<file path="src/rtl/dhp_host_port_map.vh">
`ifndef DHP_HOST_PORT_MAP_VH
`define DHP_HOST_PORT_MAP_VH

// ----------------------------------------------------------------
// Address selection (A0 pin)
// ----------------------------------------------------------------
`define DHP_A0_MAIN_STATUS 1'b0
`define DHP_A0_DATA 1'b1

// ----------------------------------------------------------------
// main_status field positions
// ----------------------------------------------------------------
`define DHP_MS_SEEK_LSB 0
`define DHP_MS_SEEK_MSB 3
`define DHP_MS_CMD_IN_PROGRESS 4
`define DHP_MS_EXEC_MODE 5
`define DHP_MS_XFER_DIRECTION 6
`define DHP_MS_HOST_REQUEST 7

// ----------------------------------------------------------------
// rate_control encoding and reset value
// ----------------------------------------------------------------
`define DHP_RATE_500K 2'b00
`define DHP_RATE_250K_300K 2'b01
`define DHP_RATE_250K 2'b10
`define DHP_RATE_125K 2'b11
`define DHP_RATE_RESET 2'b10

// ----------------------------------------------------------------
// Phases
// ----------------------------------------------------------------
`define DHP_PH_CMD 2'b00
`define DHP_PH_EXEC 2'b01
`define DHP_PH_RES 2'b10

// ----------------------------------------------------------------
// Timing
// ----------------------------------------------------------------
`define DHP_CLK_MHZ 200
`define DHP_SETTLE_US 12
`define DHP_SETTLE_CYCLES (`DHP_SETTLE_US * `DHP_CLK_MHZ)
// Bit periods in 200 MHz clocks, sized for the divider
`define DHP_DIV_500 12'h190
`define DHP_DIV_300 12'h29A
`define DHP_DIV_250 12'h320
`define DHP_DIV_125 12'h640
`define DHP_DIV_BYPASS 12'h040

// ----------------------------------------------------------------
// Pin synchroniser bit positions and idle levels
// ----------------------------------------------------------------
`define DHP_PIN_CS 0
`define DHP_PIN_RD 1
`define DHP_PIN_WR 2
`define DHP_PIN_A0 3
`define DHP_PIN_DACK 4
`define DHP_PIN_TC 5
`define DHP_PIN_LOAD 6
`define DHP_PIN_DRV 7
`define DHP_PIN_IDLE 8'h5F

`endif

</file>
<file path="src/rtl/dhp_host_port.v">
`timescale 1ns/100ps
`include "dhp_host_port_map.vh"

module dhp_host_port #(
    parameter SETTLE_CYC = `DHP_SETTLE_CYCLES
) (
    input wire clk_sys,
    input wire rst_n,
    input wire cs_n,
    input wire rd_n,
    input wire wr_n,
    input wire a0,
    input wire dack_n,
    input wire tc,
    input wire rate_reg_load_n,
    input wire drive_type_in,
    input wire [7:0] dataIn,
    output reg [7:0] dataOut,
    output wire dataOe,
    output wire irqOut,
    output wire irqOe,
    output wire drqOut,
    output wire drqOe,
    output wire spindle_speed_sel,
    output wire rate_sel_hi,
    output wire rate_sel_lo,
    output reg bitTick,
    input wire dmaMode,
    input wire atMode,
    input wire outEnable,
    input wire rateRegBypass,
    input wire fmSel,
    input wire [3:0] driveSeekBusy,
    output reg [7:0] cmdByte,
    output reg cmdByteStrobe,
    output reg cmdComplete,
    input wire [3:0] cmdLen,
    input wire execDone,
    input wire [3:0] resLen,
    input wire [7:0] resData,
    output reg [3:0] resIndex,
    input wire toHostValid,
    input wire [7:0] toHostData,
    output reg toHostTaken,
    input wire fromHostReq,
    output reg [7:0] fromHostData,
    output reg fromHostTaken,
    output reg tcAccepted
);

// ----------------------------------------------------------------
// Pin synchronisers
// ----------------------------------------------------------------
wire [7:0] pinRaw;
reg [7:0] pinS1, pinS2, pinS3, pinF, pinP;
reg [7:0] dataS1, dataS2, dataS3, wrLatch;

assign pinRaw = {drive_type_in, rate_reg_load_n, tc, dack_n, a0, wr_n,
    rd_n, cs_n};

// A change counts only once the second and third stages agree
always @(posedge clk_sys) begin
    if (!rst_n) begin
        pinS1 <= `DHP_PIN_IDLE;
        pinS2 <= `DHP_PIN_IDLE;
        pinS3 <= `DHP_PIN_IDLE;
        pinF <= `DHP_PIN_IDLE;
        pinP <= `DHP_PIN_IDLE;
        dataS1 <= 8'h00;
        dataS2 <= 8'h00;
        dataS3 <= 8'h00;
        wrLatch <= 8'h00;
    end else begin
        pinS1 <= pinRaw;
        pinS2 <= pinS1;
        pinS3 <= pinS2;
        pinF <= (pinF & (pinS2 ^ pinS3)) | (pinS3 & ~(pinS2 ^ pinS3));
        pinP <= pinF;
        dataS1 <= dataIn;
        dataS2 <= dataS1;
        dataS3 <= dataS2;
        // Bus data is kept while the write strobe stays low
        if (!pinF[`DHP_PIN_WR])
            wrLatch <= dataS3;
    end
end

// ----------------------------------------------------------------
// Strobe decode
// ----------------------------------------------------------------
wire rdEnd, wrEnd, pioSel, dmaSel, dataSel, rdData, wrData, rateWrite, tcRise;

// Qualifiers are taken from the strobe's low time; hold time is zero
assign rdEnd = !pinP[`DHP_PIN_RD] && pinF[`DHP_PIN_RD];
assign wrEnd = !pinP[`DHP_PIN_WR] && pinF[`DHP_PIN_WR];
assign pioSel = !pinP[`DHP_PIN_CS];
assign dmaSel = !pinP[`DHP_PIN_DACK];
assign dataSel = dmaSel || (pioSel && pinP[`DHP_PIN_A0] == `DHP_A0_DATA);
assign rdData = rdEnd && dataSel;
assign wrData = wrEnd && dataSel && pinP[`DHP_PIN_LOAD];
// rate load only with chip select idle
assign rateWrite = wrEnd && !pinP[`DHP_PIN_LOAD] && !pioSel;
assign tcRise = pinF[`DHP_PIN_TC] && !pinP[`DHP_PIN_TC];

// ----------------------------------------------------------------
// Phase sequencer
// ----------------------------------------------------------------
reg [1:0] phase;
reg [3:0] cmdCount, resTotal;
reg [12:0] settleCnt;
reg cmdCheck, irqFlag, pendPrev;
wire settling, execPend, hostRequest, xferDirection, cmdInProgress, execMode;
wire [3:0] cmdNeed;
wire [7:0] mainStatus;

assign settling = settleCnt != 13'h0000;
assign execPend = phase == `DHP_PH_EXEC && (toHostValid || fromHostReq);
// a zero length from the decoder still counts the code byte
assign cmdNeed = (cmdLen == 4'h0) ? 4'h1 : cmdLen;

always @(posedge clk_sys) begin
    if (!rst_n) begin
        phase <= `DHP_PH_CMD;
        cmdCount <= 4'h0;
        resTotal <= 4'h0;
        resIndex <= 4'h0;
        cmdCheck <= 1'b0;
        settleCnt <= 13'h0000;
        cmdByte <= 8'h00;
        cmdByteStrobe <= 1'b0;
        cmdComplete <= 1'b0;
        fromHostData <= 8'h00;
        fromHostTaken <= 1'b0;
        toHostTaken <= 1'b0;
    end else begin
        cmdByteStrobe <= 1'b0;
        cmdComplete <= 1'b0;
        fromHostTaken <= 1'b0;
        toHostTaken <= 1'b0;
        cmdCheck <= 1'b0;
        if (settling)
            settleCnt <= settleCnt - 13'h0001;
        case (phase)
            `DHP_PH_CMD: begin
                // writes during settling are not taken
                if (wrData && !settling && !cmdCheck) begin
                    cmdByte <= wrLatch;
                    cmdByteStrobe <= 1'b1;
                    cmdCount <= cmdCount + 4'h1;
                    cmdCheck <= 1'b1;
                    // request drops, then returns after settling
                    settleCnt <= SETTLE_CYC[12:0];
                end
                // decoder length is valid one cycle after the byte
                if (cmdCheck && cmdCount >= cmdNeed) begin
                    cmdCount <= 4'h0;
                    cmdComplete <= 1'b1;
                    settleCnt <= 13'h0000;
                    phase <= `DHP_PH_EXEC;
                end
            end
            `DHP_PH_EXEC: begin
                if (rdData && toHostValid)
                    toHostTaken <= 1'b1;
                if (wrData && fromHostReq) begin
                    fromHostData <= wrLatch;
                    fromHostTaken <= 1'b1;
                end
                if (execDone) begin
                    resIndex <= 4'h0;
                    resTotal <= resLen;
                    phase <= (resLen == 4'h0) ? `DHP_PH_CMD : `DHP_PH_RES;
                end
            end
            `DHP_PH_RES: begin
                // every result byte read before a new command
                if (rdData && !settling) begin
                    resIndex <= resIndex + 4'h1;
                    // busy clears after the same settling time
                    settleCnt <= SETTLE_CYC[12:0];
                    if (resIndex + 4'h1 >= resTotal)
                        phase <= `DHP_PH_CMD;
                end
            end
            default: phase <= `DHP_PH_CMD;
        endcase
    end
end

// ----------------------------------------------------------------
// Main status
// ----------------------------------------------------------------
// request held low while the byte settles
// bit 7 ready, bit 6 direction
assign hostRequest = (phase == `DHP_PH_EXEC) ? (execPend && !dmaMode) :
    (!settling && !cmdCheck);
assign xferDirection = (phase == `DHP_PH_RES) ||
    (phase == `DHP_PH_EXEC && toHostValid);
assign cmdInProgress = phase != `DHP_PH_CMD || cmdCount != 4'h0 ||
    settling;
assign execMode = phase == `DHP_PH_EXEC && !dmaMode;
assign mainStatus = {hostRequest, xferDirection, execMode, cmdInProgress,
    driveSeekBusy};

// status read has no side effect on the sequencer
always @(posedge clk_sys) begin
    if (!rst_n) begin
        dataOut <= 8'h00;
    end else if (pinF[`DHP_PIN_A0] == `DHP_A0_DATA ||
            !pinF[`DHP_PIN_DACK]) begin
        if (phase == `DHP_PH_RES)
            dataOut <= resData;
        else if (phase == `DHP_PH_EXEC)
            dataOut <= toHostData;
        else
            dataOut <= 8'h00;
    end else begin
        dataOut <= mainStatus;
    end
end

assign dataOe = !pinF[`DHP_PIN_RD] &&
    (!pinF[`DHP_PIN_CS] || !pinF[`DHP_PIN_DACK]);

// ----------------------------------------------------------------
// Interrupt, DMA request and terminal count
// ----------------------------------------------------------------
wire irqSet, irqClr;

// one interrupt per pending execution byte in non-DMA mode
// result phase start raises it in either mode
assign irqSet = (execPend && !pendPrev && !dmaMode) ||
    (phase == `DHP_PH_EXEC && execDone && resLen != 4'h0);
// read clears; write clears in execution phase only; first result read clears
assign irqClr = rdData || (wrData && phase == `DHP_PH_EXEC);

always @(posedge clk_sys) begin
    if (!rst_n) begin
        irqFlag <= 1'b0;
        pendPrev <= 1'b0;
        tcAccepted <= 1'b0;
    end else begin
        pendPrev <= execPend;
        // Set wins over a clear in the same cycle
        if (irqSet)
            irqFlag <= 1'b1;
        else if (irqClr)
            irqFlag <= 1'b0;
        // AT mode needs acknowledge with terminal count
        tcAccepted <= tcRise && (!atMode || !pinF[`DHP_PIN_DACK]);
    end
end

assign irqOut = irqFlag;
// Request drops as soon as the acknowledge arrives
assign drqOut = dmaMode && execPend && pinF[`DHP_PIN_DACK];
// output enables gated in AT mode only
assign irqOe = atMode ? outEnable : 1'b1;
assign drqOe = atMode ? outEnable : 1'b1;

// ----------------------------------------------------------------
// Rate control and bit clock divider
// ----------------------------------------------------------------
reg [1:0] rateSel;
reg [11:0] divCnt, divActive, next_div;

always @(posedge clk_sys) begin
    if (!rst_n)
        rateSel <= `DHP_RATE_RESET;
    else if (rateWrite)
        rateSel <= wrLatch[1:0];
end

// rate table; FM halves the MFM rate
// bypass divides the system clock by 64
always @* begin
    next_div = `DHP_DIV_250;
    case (rateSel)
        `DHP_RATE_500K: next_div = `DHP_DIV_500;
        `DHP_RATE_250K_300K: next_div = pinF[`DHP_PIN_DRV] ?
            `DHP_DIV_300 : `DHP_DIV_250;
        `DHP_RATE_250K: next_div = `DHP_DIV_250;
        `DHP_RATE_125K: next_div = `DHP_DIV_125;
        default: next_div = `DHP_DIV_250;
    endcase
    if (fmSel)
        next_div = {next_div[10:0], 1'b0};
    if (rateRegBypass)
        next_div = `DHP_DIV_BYPASS;
end

// new divisor only at a period boundary, so no short tick
always @(posedge clk_sys) begin
    if (!rst_n) begin
        divCnt <= 12'h000;
        divActive <= `DHP_DIV_250;
        bitTick <= 1'b0;
    end else if (divCnt >= divActive - 12'h001) begin
        divCnt <= 12'h000;
        divActive <= next_div;
        bitTick <= 1'b1;
    end else begin
        divCnt <= divCnt + 12'h001;
        bitTick <= 1'b0;
    end
end

// spindle speed follows the rate code
assign spindle_speed_sel = ~rateSel[0];
assign rate_sel_hi = rateSel[1];
assign rate_sel_lo = rateSel[0];

endmodule // dhp_host_port

</file>
<file path="config.mk">
export PLATFORM = sky130hd
export DESIGN_NAME = dhp_host_port
export DESIGN_NICKNAME = d
export VERILOG_FILES = /design/src/rtl/dhp_host_port.v
export VERILOG_INCLUDE_DIRS = /design/src /design/src/rtl
export SDC_FILE = /design/constraint.sdc
export NUM_CORES = 1
export LEC_CHECK = 0
export BUFFER_PORTS_ARGS = -buffer_cell sky130_fd_sc_hd__buf_2
export CORE_MARGIN = 2
export CORE_UTILIZATION = 30
export DETAILED_ROUTE_END_ITERATION = 10
export HOLD_SLACK_MARGIN = 0.08
export SLEW_MARGIN = 40
export SYNTH_ARGS = -nofsm -noshare
export SYNTH_HDL_FRONTEND = slang
export SYNTH_SLANG_ARGS = --single-unit
export TNS_END_PERCENT = 5
</file>
<file path="constraint.sdc">
create_clock -name clk_sys -period 2.7 [get_ports clk_sys]
set_input_delay 0.54 -clock clk_sys [delete_from_list [all_inputs] [get_ports clk_sys]]
set_output_delay 0.54 -clock clk_sys [all_outputs]
set_load 0.005 [all_outputs]
</file>
==> results.tsv, run 1 <==
stage	metric	value	unit
grt	number of global-route vias before repair	4415	
placement	PortBufs	95	
synth	Top FF cell, synth	dfxtp_1	
cts	postcts setup bufs	0	
grt	global route overflow	0	
setup_path	Worst Setup End Kind	flop	
synth	Ys Warns	0	
setup_path	Setup crit end	divActive[5]	
synth	number of synthesized flops with an enable pin	0	
setup_path	crit path DAT	2.87	ns
die	DIE HEIGHT	148.9	um
synth	Avg Cell Area, Syn	9.307	sq um
setup_path	Crit Path Category	reg2reg	
placement	GP Congestion	0.7833	
drt	drt pass-1 iters	5	
cts	Clock transition at path regs	0.06	ns
run	max_cap viols	0	
drt	vias per cell	4.562	
drt	Antenna Nets Post-Route	0	
die	Die Span X	148.9	um
cts	worst-skew pair later-pin latency	0.42	ns
timing	Worst Tran Pin Value	0.6767	ns
cts	clk sink count	154	
synth	post-synthesis async set-or-reset flop share	0	%
min_path	hold crit path type	in2reg	
setup_path	Crit path required time	3.00	ns
cts	root buffer cell	clkbuf_16	
drt	vias post-DR	4859	
final_layout	number of nets in the layout	859	
synth	Syn Inst Count	677	
power_and_ir_drop	PD cells	715.5	mW/mm^2
status	status	complete, no violations	
synth	#FFs+latches synth	154	
cts	post_cts resized	0	
final_layout	ant diodes	0	
die	# IOs	96	
timing	post-route clock period utilization	95.18	%
setup_path	Worst Setup SP	divActive[7]	
setup_path	Worst setup SP type	flop	
synth	Yosys top cell area share	48.93	%
timing	Layout Skew	0.01257	ns
setup_path	slowest stage delay, CP	0.55	ns
synth	Synth Cell Area	0.006301	sq mm
setup_path	crit path max fanout	9	
placement	area of placed instances	0.007146	sq mm
timing	max-slew violation count	0	
drt	Post-Route WL	13870	um
drt	DR WL/cell	13.02	um
setup_path	worst reg-to-reg path cell count	9	
power_and_ir_drop	P_leak	3.206	nW
setup_path	critical path, cell by cell	or4_1 -> nor2_2 -> xnor2_1 -> ha_1 -> and4_2 -> a32o_1 -> nor2_1 -> buf_4 -> o311ai_0	
timing	Fin. Hold Viols	0	
cts	cts-stage hold buffer count	0	
synth	top cells by area, synth	dfxtp_1, ha_1, nor2_1, and2_1, nand2b_1	
timing	RSZ-0062 raised after global routing	yes	
cts	worst-case clock buffer depth	2	
final_layout	area delta synth->final	23.27	%
final_layout	ratio of cells with drive above 1 in the final layout	21.90	%
drt	Residual DRC	0	
synth	Seq/Total Area, Yosys	48.93	%
cts	TritonCTS Buffers	17	
power_and_ir_drop	maximum VDD drop	415.9	uV
setup_path	Crit Reg-Reg Startpoint	divActive[7]	
final_layout	fin area	0.007767	sq mm
timing	Final setup viols	0	
die	Initial Util	30.26	%
grt	initial antenna violation count	0	
synth	Syn Nets	758	
timing	minimum clock period	2.570	ns
grt	overall routing resource usage	12.61	%
final_layout	fill count	2120	
grt	first-pass GRT wire length	22310	um
die	Rows	53	
timing	Fin Hold WS	0.3064	ns
die	area of the die	0.02218	sq mm
cts	H-tree depth	4	
drt	number of DRC markers in iteration 0	247	
cts	CTS tree	built	
setup_path	terminus of the critical flop-to-flop path	divActive[5]	
setup_path	Critical-path top delay cell	or4_1	
die	core area	0.02082	sq mm
grt	largest net degree at the start of global routing	86	
synth	area leader, netlist	dfxtp_1	
synth	synth unique cells	59	
timing	f_max	389.1	MHz
placement	HPWL after DPL	9734	um
setup_path	reg2reg setup slack	0.13	ns
timing	relative slew slack	54.61	%
-- layout by cell type (no fill, tap or decap), types with 4 or more instances in the layout --
master      count
xnor2_1        15
nor4_1          5
mux2i_1        21
and2_1         34
nor3_1         23
a21oi_1        41
nand4_1         8
a21o_1          6
buf_4          17
nor2_1         70
or4_1           4
a211oi_1        5
nand2_2         7
a21oi_2         7
nor2b_1         6
o21ai_0        17
nand3_1        22
ha_1           26
nand3_2         4
a221oi_1        6
buf_2          95
and3_1          6
nand2_1        47
nand2b_1       34
clkinvlp_4      4
xor2_1         15
clkbuf_1        4
clkbuf_16      17
dfxtp_1       154
inv_1          15
-- where the power goes --
part | total, mW | leakage, nW | internal (mW) | switching [mW]
clock network | 2.36 | 0.270 | 1.45 | 0.904
logic | 0.757 | 1.68 | 0.338 | 0.419
registers | 2.44 | 1.25 | 2.37 | 0.0720
total | 5.56 | 3.21 | 4.16 | 1.40
-- routing by layer --
metal  track usage [%]  vias up  part of all wire, %
met5                 0        -                    0
met4             3.619        0                 0.89
met3             3.333        8                  5.3
met2             19.38      134                   44
met1             17.44     2186                   50
li1                  -     2531                    -
-- cell type report --
class / count / area (sq um) / area share [%]
sequential: 154 / 3083 / 39.69
multi-input combinational: 476 / 3070 / 39.53
timing repair buffer: 113 / 623.1 / 8.022
clock buffer: 21 / 440.4 / 5.670
tap: 275 / 344.1 / 4.430
clock inverter: 10 / 146.4 / 1.885
inverter: 16 / 60.06 / 0.7732
-- cell families (layout without fill, tap and decap cells) --
family,after synthesis,in the layout,share of synthesized area (%)
xor+xnor,30,30,4.170
flops,154,154,48.93
buf+inv,47,160,3.018
compound gates,105,105,10.64
mux,21,21,3.336
simple gates,293,293,24.54
fa+ha+maj,27,27,5.361
-- state kept, by name (all words and copies together) (netlist names), 2 cells and up, named ones only --
name          flops
pinS2             8
divActive        10
wrLatch           8
cmdCount          4
dataS1            8
phase             2
cmdByte           8
pinS1             8
resIndex          4
rateSel           2
pinS3             8
dataS2            8
fromHostData      8
divCnt           12
dataOut           8
settleCnt        13
dataS3            8
pinP              7
resTotal          4
-- cell usage after synthesis (2+ instances only) --
cell      instances
nor4b_1           3
clkbuf_1         27
or4_1             4
a21o_1            6
nor3b_1           2
nand2_1          47
and3_1            6
nor2b_1           6
or3_1             3
a21oi_2           7
o41ai_1           2
o31ai_1           2
xor2_1           15
o21ai_0          18
o22ai_1           3
a21oi_1          41
nand3_1          24
a32oi_1           2
mux2i_1          21
nor3_1           24
inv_1            15
nor2_1           71
a221oi_1          6
o21a_1            2
nand2_2           7
nand4_1           8
buf_2             2
nor4_1            5
dfxtp_1         154
o311ai_0          3
nand2b_1         34
a211oi_1          5
and4_1            2
nand3_2           2
ha_1             27
and2_1           34
xnor2_1          15
-- worst min-delay path by stage --
stage / startpoint / endpoint / slack (ns) / cells after the start
after floorplan: pinP[5] / tcAccepted / 0.37 / 1
after global placement: pinP[5] / tcAccepted / 0.39 / 1
after detailed placement: pinP[5] / tcAccepted / 0.37 / 1
after CTS: dack_n / pinS1[4] / 0.29 / 2
after global routing: wr_n / pinS1[2] / 0.31 / 2
final: dack_n / pinS1[4] / 0.31 / 2
-- worst max-delay path: cells and delay by family, from the launching register on --
kind / cells / cell delay, ns
compound gates: 2 / 0.53
simple gates: 4 / 1.01
flops: 1 / 0.36
buf+inv: 1 / 0.16
xor+xnor: 1 / 0.07
fa+ha+maj: 1 / 0.33
-- through the flow --
| stage | worst slack (ns) | TNS [ns] | utilization [%] | power, mW | std cells |
|---|---|---|---|---|---|
| after global routing | -0.03919 | -0.1438 | 37.30 | 5.828 | 1065 |
| after CTS | 0.04520 | 0 | 37.14 | 5.616 | 1065 |
| after global placement | 0.1467 | 0 | 34.32 | 3.242 | 1034 |
| final | 0.1300 | 0 | 37.30 | 5.558 | 1065 |
| after floorplan | 0.03105 | 0 | - | 3.057 | 677 |
| after detailed placement | 0.06064 | 0 | 34.32 | 3.237 | 1034 |
Power figures use the tool's default switching activity.
==> run 2, diff against run 1 <==
==> constraint.sdc (replaced) <==
create_clock -name clk_sys -period 2.7 [get_ports clk_sys]
set_input_delay 0.54 -clock clk_sys [delete_from_list [all_inputs] [get_ports clk_sys]]
set_output_delay 0.54 -clock clk_sys [all_outputs]
set_load 0.1 [all_outputs]
==> run 2 against run 1 <==
Non-clock buffer count is 1 higher. Clock power is 3% lower. Core utilization is 0.12 points lower. Count of clock-buffer cells in the layout is 1 lower. Worst hold slack worse by 0.0092 ns. First-iteration DRC count is 5.7% lower. Die area stayed put. Fmax is 2.3% higher.
==> results.tsv, run 2 (synthesized netlist as in run 1, its figures left out) <==
stage	metric	value	unit	change
timing	Final WS setup	0.1871	ns	+0.05702 ns
final_layout	largest registers	settleCnt x13, divCnt x12, divActive x10		
min_path	Hold Path Sink	pinS1[0]		
cts	Clock transition at path regs	0.06	ns	about the same
setup_path	Worst Setup End Kind	flop		
setup_path	worst reg-to-reg path cell count	9		unchanged
power_and_ir_drop	Comb pwr share	14.0	%	+0.4 points
final_layout	most frequent cells in the layout	dfxtp_1, buf_2, nor2_1		
cts	worst-skew pair later-pin latency	0.42	ns	about the same
min_path	hold crit path type	in2reg		
setup_path	terminus of the critical flop-to-flop path	divActive[9]		
drt	Post-Route WL	14000	um	+0.98%
setup_path	reg2reg setup slack	0.19	ns	+0.06 ns
placement	area of placed instances	0.007151	sq mm	about the same
cts	H-tree depth	4		unchanged
final_layout	fin cells	1067		+0.19%
timing	f_max	397.9	MHz	+2.3%
drt	DR top layer	met4		
final_layout	area delta synth->final	22.88	%	
timing	setup TNS	0	ns	unchanged
power_and_ir_drop	Sw Ratio	26.80	%	+1.7 points
placement	dpl ws	0.06143	ns	+0.0007918 ns
timing	post-route clock period utilization	93.07	%	-2.1 points
power_and_ir_drop	PD cells	712.1	mW/mm^2	-0.48%
final_layout	ant diodes	0		unchanged
timing	Final setup viols	0		unchanged
die	core area	0.02082	sq mm	unchanged
cts	clk sink count	154		unchanged
final_layout	commonest non-fill, non-tap cell in the layout	dfxtp_1		
drt	DR WL/cell	13.12	um	+0.79%
power_and_ir_drop	P_leak	3.220	nW	+0.45%
status	status	complete, no violations		
power_and_ir_drop	sequential share of power	44.3	%	+0.3 points
min_path	hold path depth	2		unchanged
drt	Met1 Wirelength	6987	um	+1.8%
timing	Layout Skew	0.01040	ns	-0.002173 ns
power_and_ir_drop	Overall Power	5.513	mW	-0.80%
placement	placed cell count	1035		+0.097%
min_path	Hold Startpoint	cs_n		
cts	TritonCTS Buffers	17		unchanged
timing	max-slew violation count	0		unchanged
setup_path	crit path max fanout	9		unchanged
placement	HPWL after DPL	9802	um	+0.70%
power_and_ir_drop	Psw	1.477	mW	+5.9%
placement	GP Congestion	0.8016		+2.3%
setup_path	crit path DAT	2.82	ns	-0.05 ns
die	Initial Util	30.26	%	unchanged
die	# IOs	96		unchanged
drt	Residual DRC	0		unchanged
final_layout	ratio of cells with drive above 1 in the final layout	22.10	%	+0.20 points
power_and_ir_drop	maximum VDD drop	406.5	uV	-2.2%
final_layout	fin area	0.007742	sq mm	-0.32%
run	max_cap viols	0		unchanged
grt	overall routing resource usage	13.17	%	+0.55 points
drt	Antenna Nets Post-Route	0		unchanged
cts	worst-case clock buffer depth	2		unchanged
grt	global route overflow	0		unchanged
grt	first-pass GRT wire length	23100	um	+3.5%
drt	drt pass-1 iters	6		+1
die	Die Span X	148.9	um	unchanged
die	Rows	53		unchanged
grt	number of global-route vias before repair	4683		+6.1%
setup_path	Crit Reg-Reg Startpoint	divActive[7]		
grt	initial antenna violation count	0		unchanged
setup_path	Crit path required time	3.01	ns	about the same
timing	Worst Tran Pin Value	0.6709	ns	-0.005798 ns
power_and_ir_drop	Power Internal	4.036	mW	-3.0%
drt	DR WL met3	716	um	-1.6%
final_layout	fill count	2129		+0.42%
timing	RSZ-0062 raised after global routing	no		
grt	largest net degree at the start of global routing	56		-35%
timing	minimum clock period	2.513	ns	-0.05702 ns
die	area of the die	0.02218	sq mm	unchanged
timing	relative slew slack	55.27	%	+0.66 points
cts	root buffer cell	clkbuf_16		
final_layout	number of nets in the layout	860		+0.12%
final_layout	Largest Register	settleCnt		
power_and_ir_drop	Clock Power Share	41.7	%	-0.7 points
drt	number of DRC markers in iteration 0	233		-5.7%
drt	vias per cell	4.587		+0.53%
drt	vias post-DR	4894		+0.72%
final_layout	max reg flops	13		unchanged
die	DIE HEIGHT	148.9	um	unchanged
drt	DR WL met2	5984	um	-2.7%
setup_path	Crit Path Category	reg2reg		
cts	CTS tree	built		
setup_path	Worst setup SP type	flop		
timing	Fin. Hold Viols	0		unchanged
placement	PortBufs	95		unchanged
[run 2: layout make-up]
type	count	area, sq um	area share [%]
Sequential cell	154	3083	39.82
Multi-Input combinational cell	476	3052	39.42
Timing Repair Buffer	114	633.1	8.177
Clock buffer	20	456.7	5.899
Tap cell	275	344.1	4.444
Clock inverter	12	113.9	1.471
Inverter	16	60.06	0.7757
[run 2: metal layers]
| layer | vias up | global-route usage, % |
|---|---|---|
| met5 | - | 0 |
| met4 | 0 | 5.619 |
| met3 | 26 | 3.425 |
| met2 | 123 | 20.12 |
| met1 | 2208 | 17.60 |
| li1 | 2537 | - |
[run 2: per-stage QoR]
stage | hold slack [ns] | utilization [%]
finish | 0.2972 | 37.18
global route | 0.2896 | 37.18
CTS | 0.2850 | 37.08
detailed placement | 0.3801 | 34.34
global placement | 0.3793 | 34.34
floorplan | 0.3665 | -
[run 2: worst max-delay path by stage]
stage	startpoint	depth (start not counted)	slack, ns	endpoint
detailed placement	divActive[3]	12	0.06	divActive[3]
CTS	divActive[3]	12	0.03	divActive[3]
floorplan	divActive[3]	12	-0.03	divCnt[10]
finish	divActive[7]	9	0.19	divActive[9]
global placement	divActive[3]	12	0.21	divActive[8]
global route	divActive[3]	12	0.005	divActive[9]
[run 2: power groups by stage]
stage                     combinational (mW)  sequential (mW)  clock [mW]
after detailed placement               0.768             2.49           0
after global routing                   0.873             2.45        2.47
final                                  0.772             2.44        2.30
after CTS                              0.777             2.44        2.35
after floorplan                        0.596             2.47           0
after global placement                 0.768             2.49           0
[run 2: worst max-delay path: stages, from the launching register on]
cell and delay (ns):
dfxtp_1 0.38, or4_1 0.53, nor2_1 0.12, xnor2_1 0.08, ha_1 0.30, and4_1 0.24
a32o_1 0.22, nor2_1 0.05, buf_4 0.16, o311ai_0 0.32
[run 2: what timing repair did]
item	4_1_cts	5_1_grt
gates resized for setup	0	4
hold buffers	0	0
endpoints found under the setup margin	0	10
setup buffers	0	0
==> run 3, diff against run 2 <==
--- a/config.mk
+++ b/config.mk
@@ -11,6 +11,7 @@
 export CORE_UTILIZATION = 30
 export DETAILED_ROUTE_END_ITERATION = 10
 export HOLD_SLACK_MARGIN = 0.08
+export MAX_ROUTING_LAYER = met4
 export SLEW_MARGIN = 40
 export SYNTH_ARGS = -nofsm -noshare
 export SYNTH_HDL_FRONTEND = slang
==> constraint.sdc (replaced) <==
create_clock -name clk_sys -period 2.7 [get_ports clk_sys]
set_input_delay 0.54 -clock clk_sys [delete_from_list [all_inputs] [get_ports clk_sys]]
set_output_delay 0.54 -clock clk_sys [all_outputs]
set_load 0.05 [all_outputs]
==> run 3 against run 2 <==
Core utilization up 0.12 points. Global-route usage decreased by 0.20 points. Sequential share of layout area decreased by 0.13 points. Non-clock buffer count fell by 1. Power increased by 0.94%. Fmax is 1.9% lower. Combinational power fell by 1%. Design area is 0.32% higher.
==> results.tsv, run 3 (synthesized netlist as in run 1, its figures left out) <==
stage	metric	value	unit	change
setup_path	crit path max fanout	9		unchanged
power_and_ir_drop	Overall Power	5.565	mW	+0.94%
grt	overall routing resource usage	12.97	%	-0.20 points
die	Rows	53		unchanged
setup_path	Worst Setup End Kind	flop		
placement	dpl ws	0.06064	ns	-0.0007918 ns
placement	PortBufs	95		unchanged
grt	largest net degree at the start of global routing	86		+54%
timing	Fin. Hold Viols	0		unchanged
final_layout	Largest Register	settleCnt		
cts	worst-case clock buffer depth	2		unchanged
min_path	hold crit path type	in2reg		
final_layout	ant diodes	0		unchanged
drt	vias per cell	4.549		-0.82%
final_layout	commonest non-fill, non-tap cell in the layout	dfxtp_1		
drt	DR WL/cell	12.99	um	-1.0%
placement	HPWL after DPL	9734	um	-0.69%
timing	relative slew slack	54.96	%	-0.31 points
cts	H-tree depth	4		unchanged
power_and_ir_drop	P_leak	3.206	nW	-0.44%
final_layout	number of nets in the layout	859		-0.12%
timing	Final WS setup	0.1382	ns	-0.04891 ns
cts	CTS tree	built		
run	max_cap viols	0		unchanged
die	area of the die	0.02218	sq mm	unchanged
timing	minimum clock period	2.562	ns	+0.04891 ns
placement	placed cell count	1034		-0.097%
drt	Residual DRC	0		unchanged
timing	setup TNS	0	ns	unchanged
timing	Layout Skew	0.01247	ns	+0.002072 ns
setup_path	Worst setup SP type	flop		
timing	max-slew violation count	0		unchanged
timing	Final setup viols	0		unchanged
final_layout	ratio of cells with drive above 1 in the final layout	21.90	%	-0.20 points
cts	Clock transition at path regs	0.06	ns	about the same
power_and_ir_drop	maximum VDD drop	416.3	uV	+2.4%
placement	GP Congestion	0.7945		-0.89%
setup_path	Crit Path Category	reg2reg		
drt	number of DRC markers in iteration 0	243		+4.3%
drt	vias post-DR	4845		-1.0%
setup_path	Crit path required time	3.00	ns	about the same
final_layout	largest registers	settleCnt x13, divCnt x12, divActive x10		
status	status	complete, no violations		
die	Initial Util	30.26	%	unchanged
die	Die Span X	148.9	um	unchanged
timing	Worst Tran Pin Value	0.6715	ns	+0.0005600 ns
timing	RSZ-0062 raised after global routing	yes		
die	DIE HEIGHT	148.9	um	unchanged
final_layout	most frequent cells in the layout	dfxtp_1, buf_2, nor2_1		
grt	first-pass GRT wire length	22340	um	-3.3%
cts	clk sink count	154		unchanged
final_layout	fin cells	1065		-0.19%
die	core area	0.02082	sq mm	unchanged
power_and_ir_drop	PD cells	716.5	mW/mm^2	+0.62%
cts	root buffer cell	clkbuf_16		
drt	Antenna Nets Post-Route	0		unchanged
timing	f_max	390.3	MHz	-1.9%
grt	global route overflow	0		unchanged
final_layout	max reg flops	13		unchanged
setup_path	crit path DAT	2.87	ns	+0.05 ns
final_layout	area delta synth->final	23.27	%	
drt	drt pass-1 iters	4		-2
timing	post-route clock period utilization	94.88	%	+1.8 points
cts	TritonCTS Buffers	17		unchanged
drt	Post-Route WL	13830	um	-1.2%
setup_path	reg2reg setup slack	0.14	ns	-0.05 ns
grt	initial antenna violation count	0		unchanged
die	# IOs	96		unchanged
cts	worst-skew pair later-pin latency	0.42	ns	about the same
grt	number of global-route vias before repair	4406		-5.9%
run 3: worst max-delay path, cell delays in order, from the launching register on:
cell	delay [ns]
dfxtp_1	0.36
or4_1	0.55
nor2_2	0.12
xnor2_1	0.07
ha_1	0.33
and4_2	0.29
a32o_1	0.21
nor2_1	0.05
buf_4	0.16
o311ai_0	0.30
run 3: layer usage:
metal | vias to the layer above | routed length [um] | track usage, %
li1 | 2529 | - | -
met1 | 2182 | 6901 | 17.53
met2 | 123 | 6073 | 19.33
met3 | 11 | 714 | 3.180
met4 | 0 | 140 | 3.619
met5 | - | 0 | -
run 3: timing repair:
item                       4_1_cts  5_1_grt
hold buffers                     0        0
buffers inserted                 0        0
gates resized for setup          0       10
setup endpoints to repair        0       23
run 3: final timing paths:
check               start           end  cells past startpoint
min                dack_n      pinS1[4]                      2
max reg2reg  divActive[7]  divActive[5]                      9
min reg2reg       pinP[5]    tcAccepted                      1
max          divActive[7]  divActive[5]                      9
run 3: where the power goes:
group,internal [mW],switching (mW)
clock,1.45,0.908
combinational,0.337,0.423
sequential,2.37,0.0717
total,4.16,1.40
run 3: per-stage QoR:
step | hold WS [ns] | instance area (sq um) | util (%)
5_1_grt | 0.3094 | 7767 | 37.30
3_3_place_gp | 0.3856 | 7146 | 34.32
3_5_place_dp | 0.3706 | 7146 | 34.32
6_report | 0.3069 | 7767 | 37.30
4_1_cts | 0.2904 | 7732 | 37.14
2_1_floorplan | 0.3665 | 6309 | -
run 3: layout make-up:
class | count | area, sq um
Fill cell | 2120 | 13060
Sequential cell | 154 | 3083
Multi-Input combinational cell | 476 | 3070
Timing Repair Buffer | 113 | 623.1
Clock buffer | 21 | 440.4
Tap cell | 275 | 344.1
Clock inverter | 10 | 146.4
Inverter | 16 | 60.06
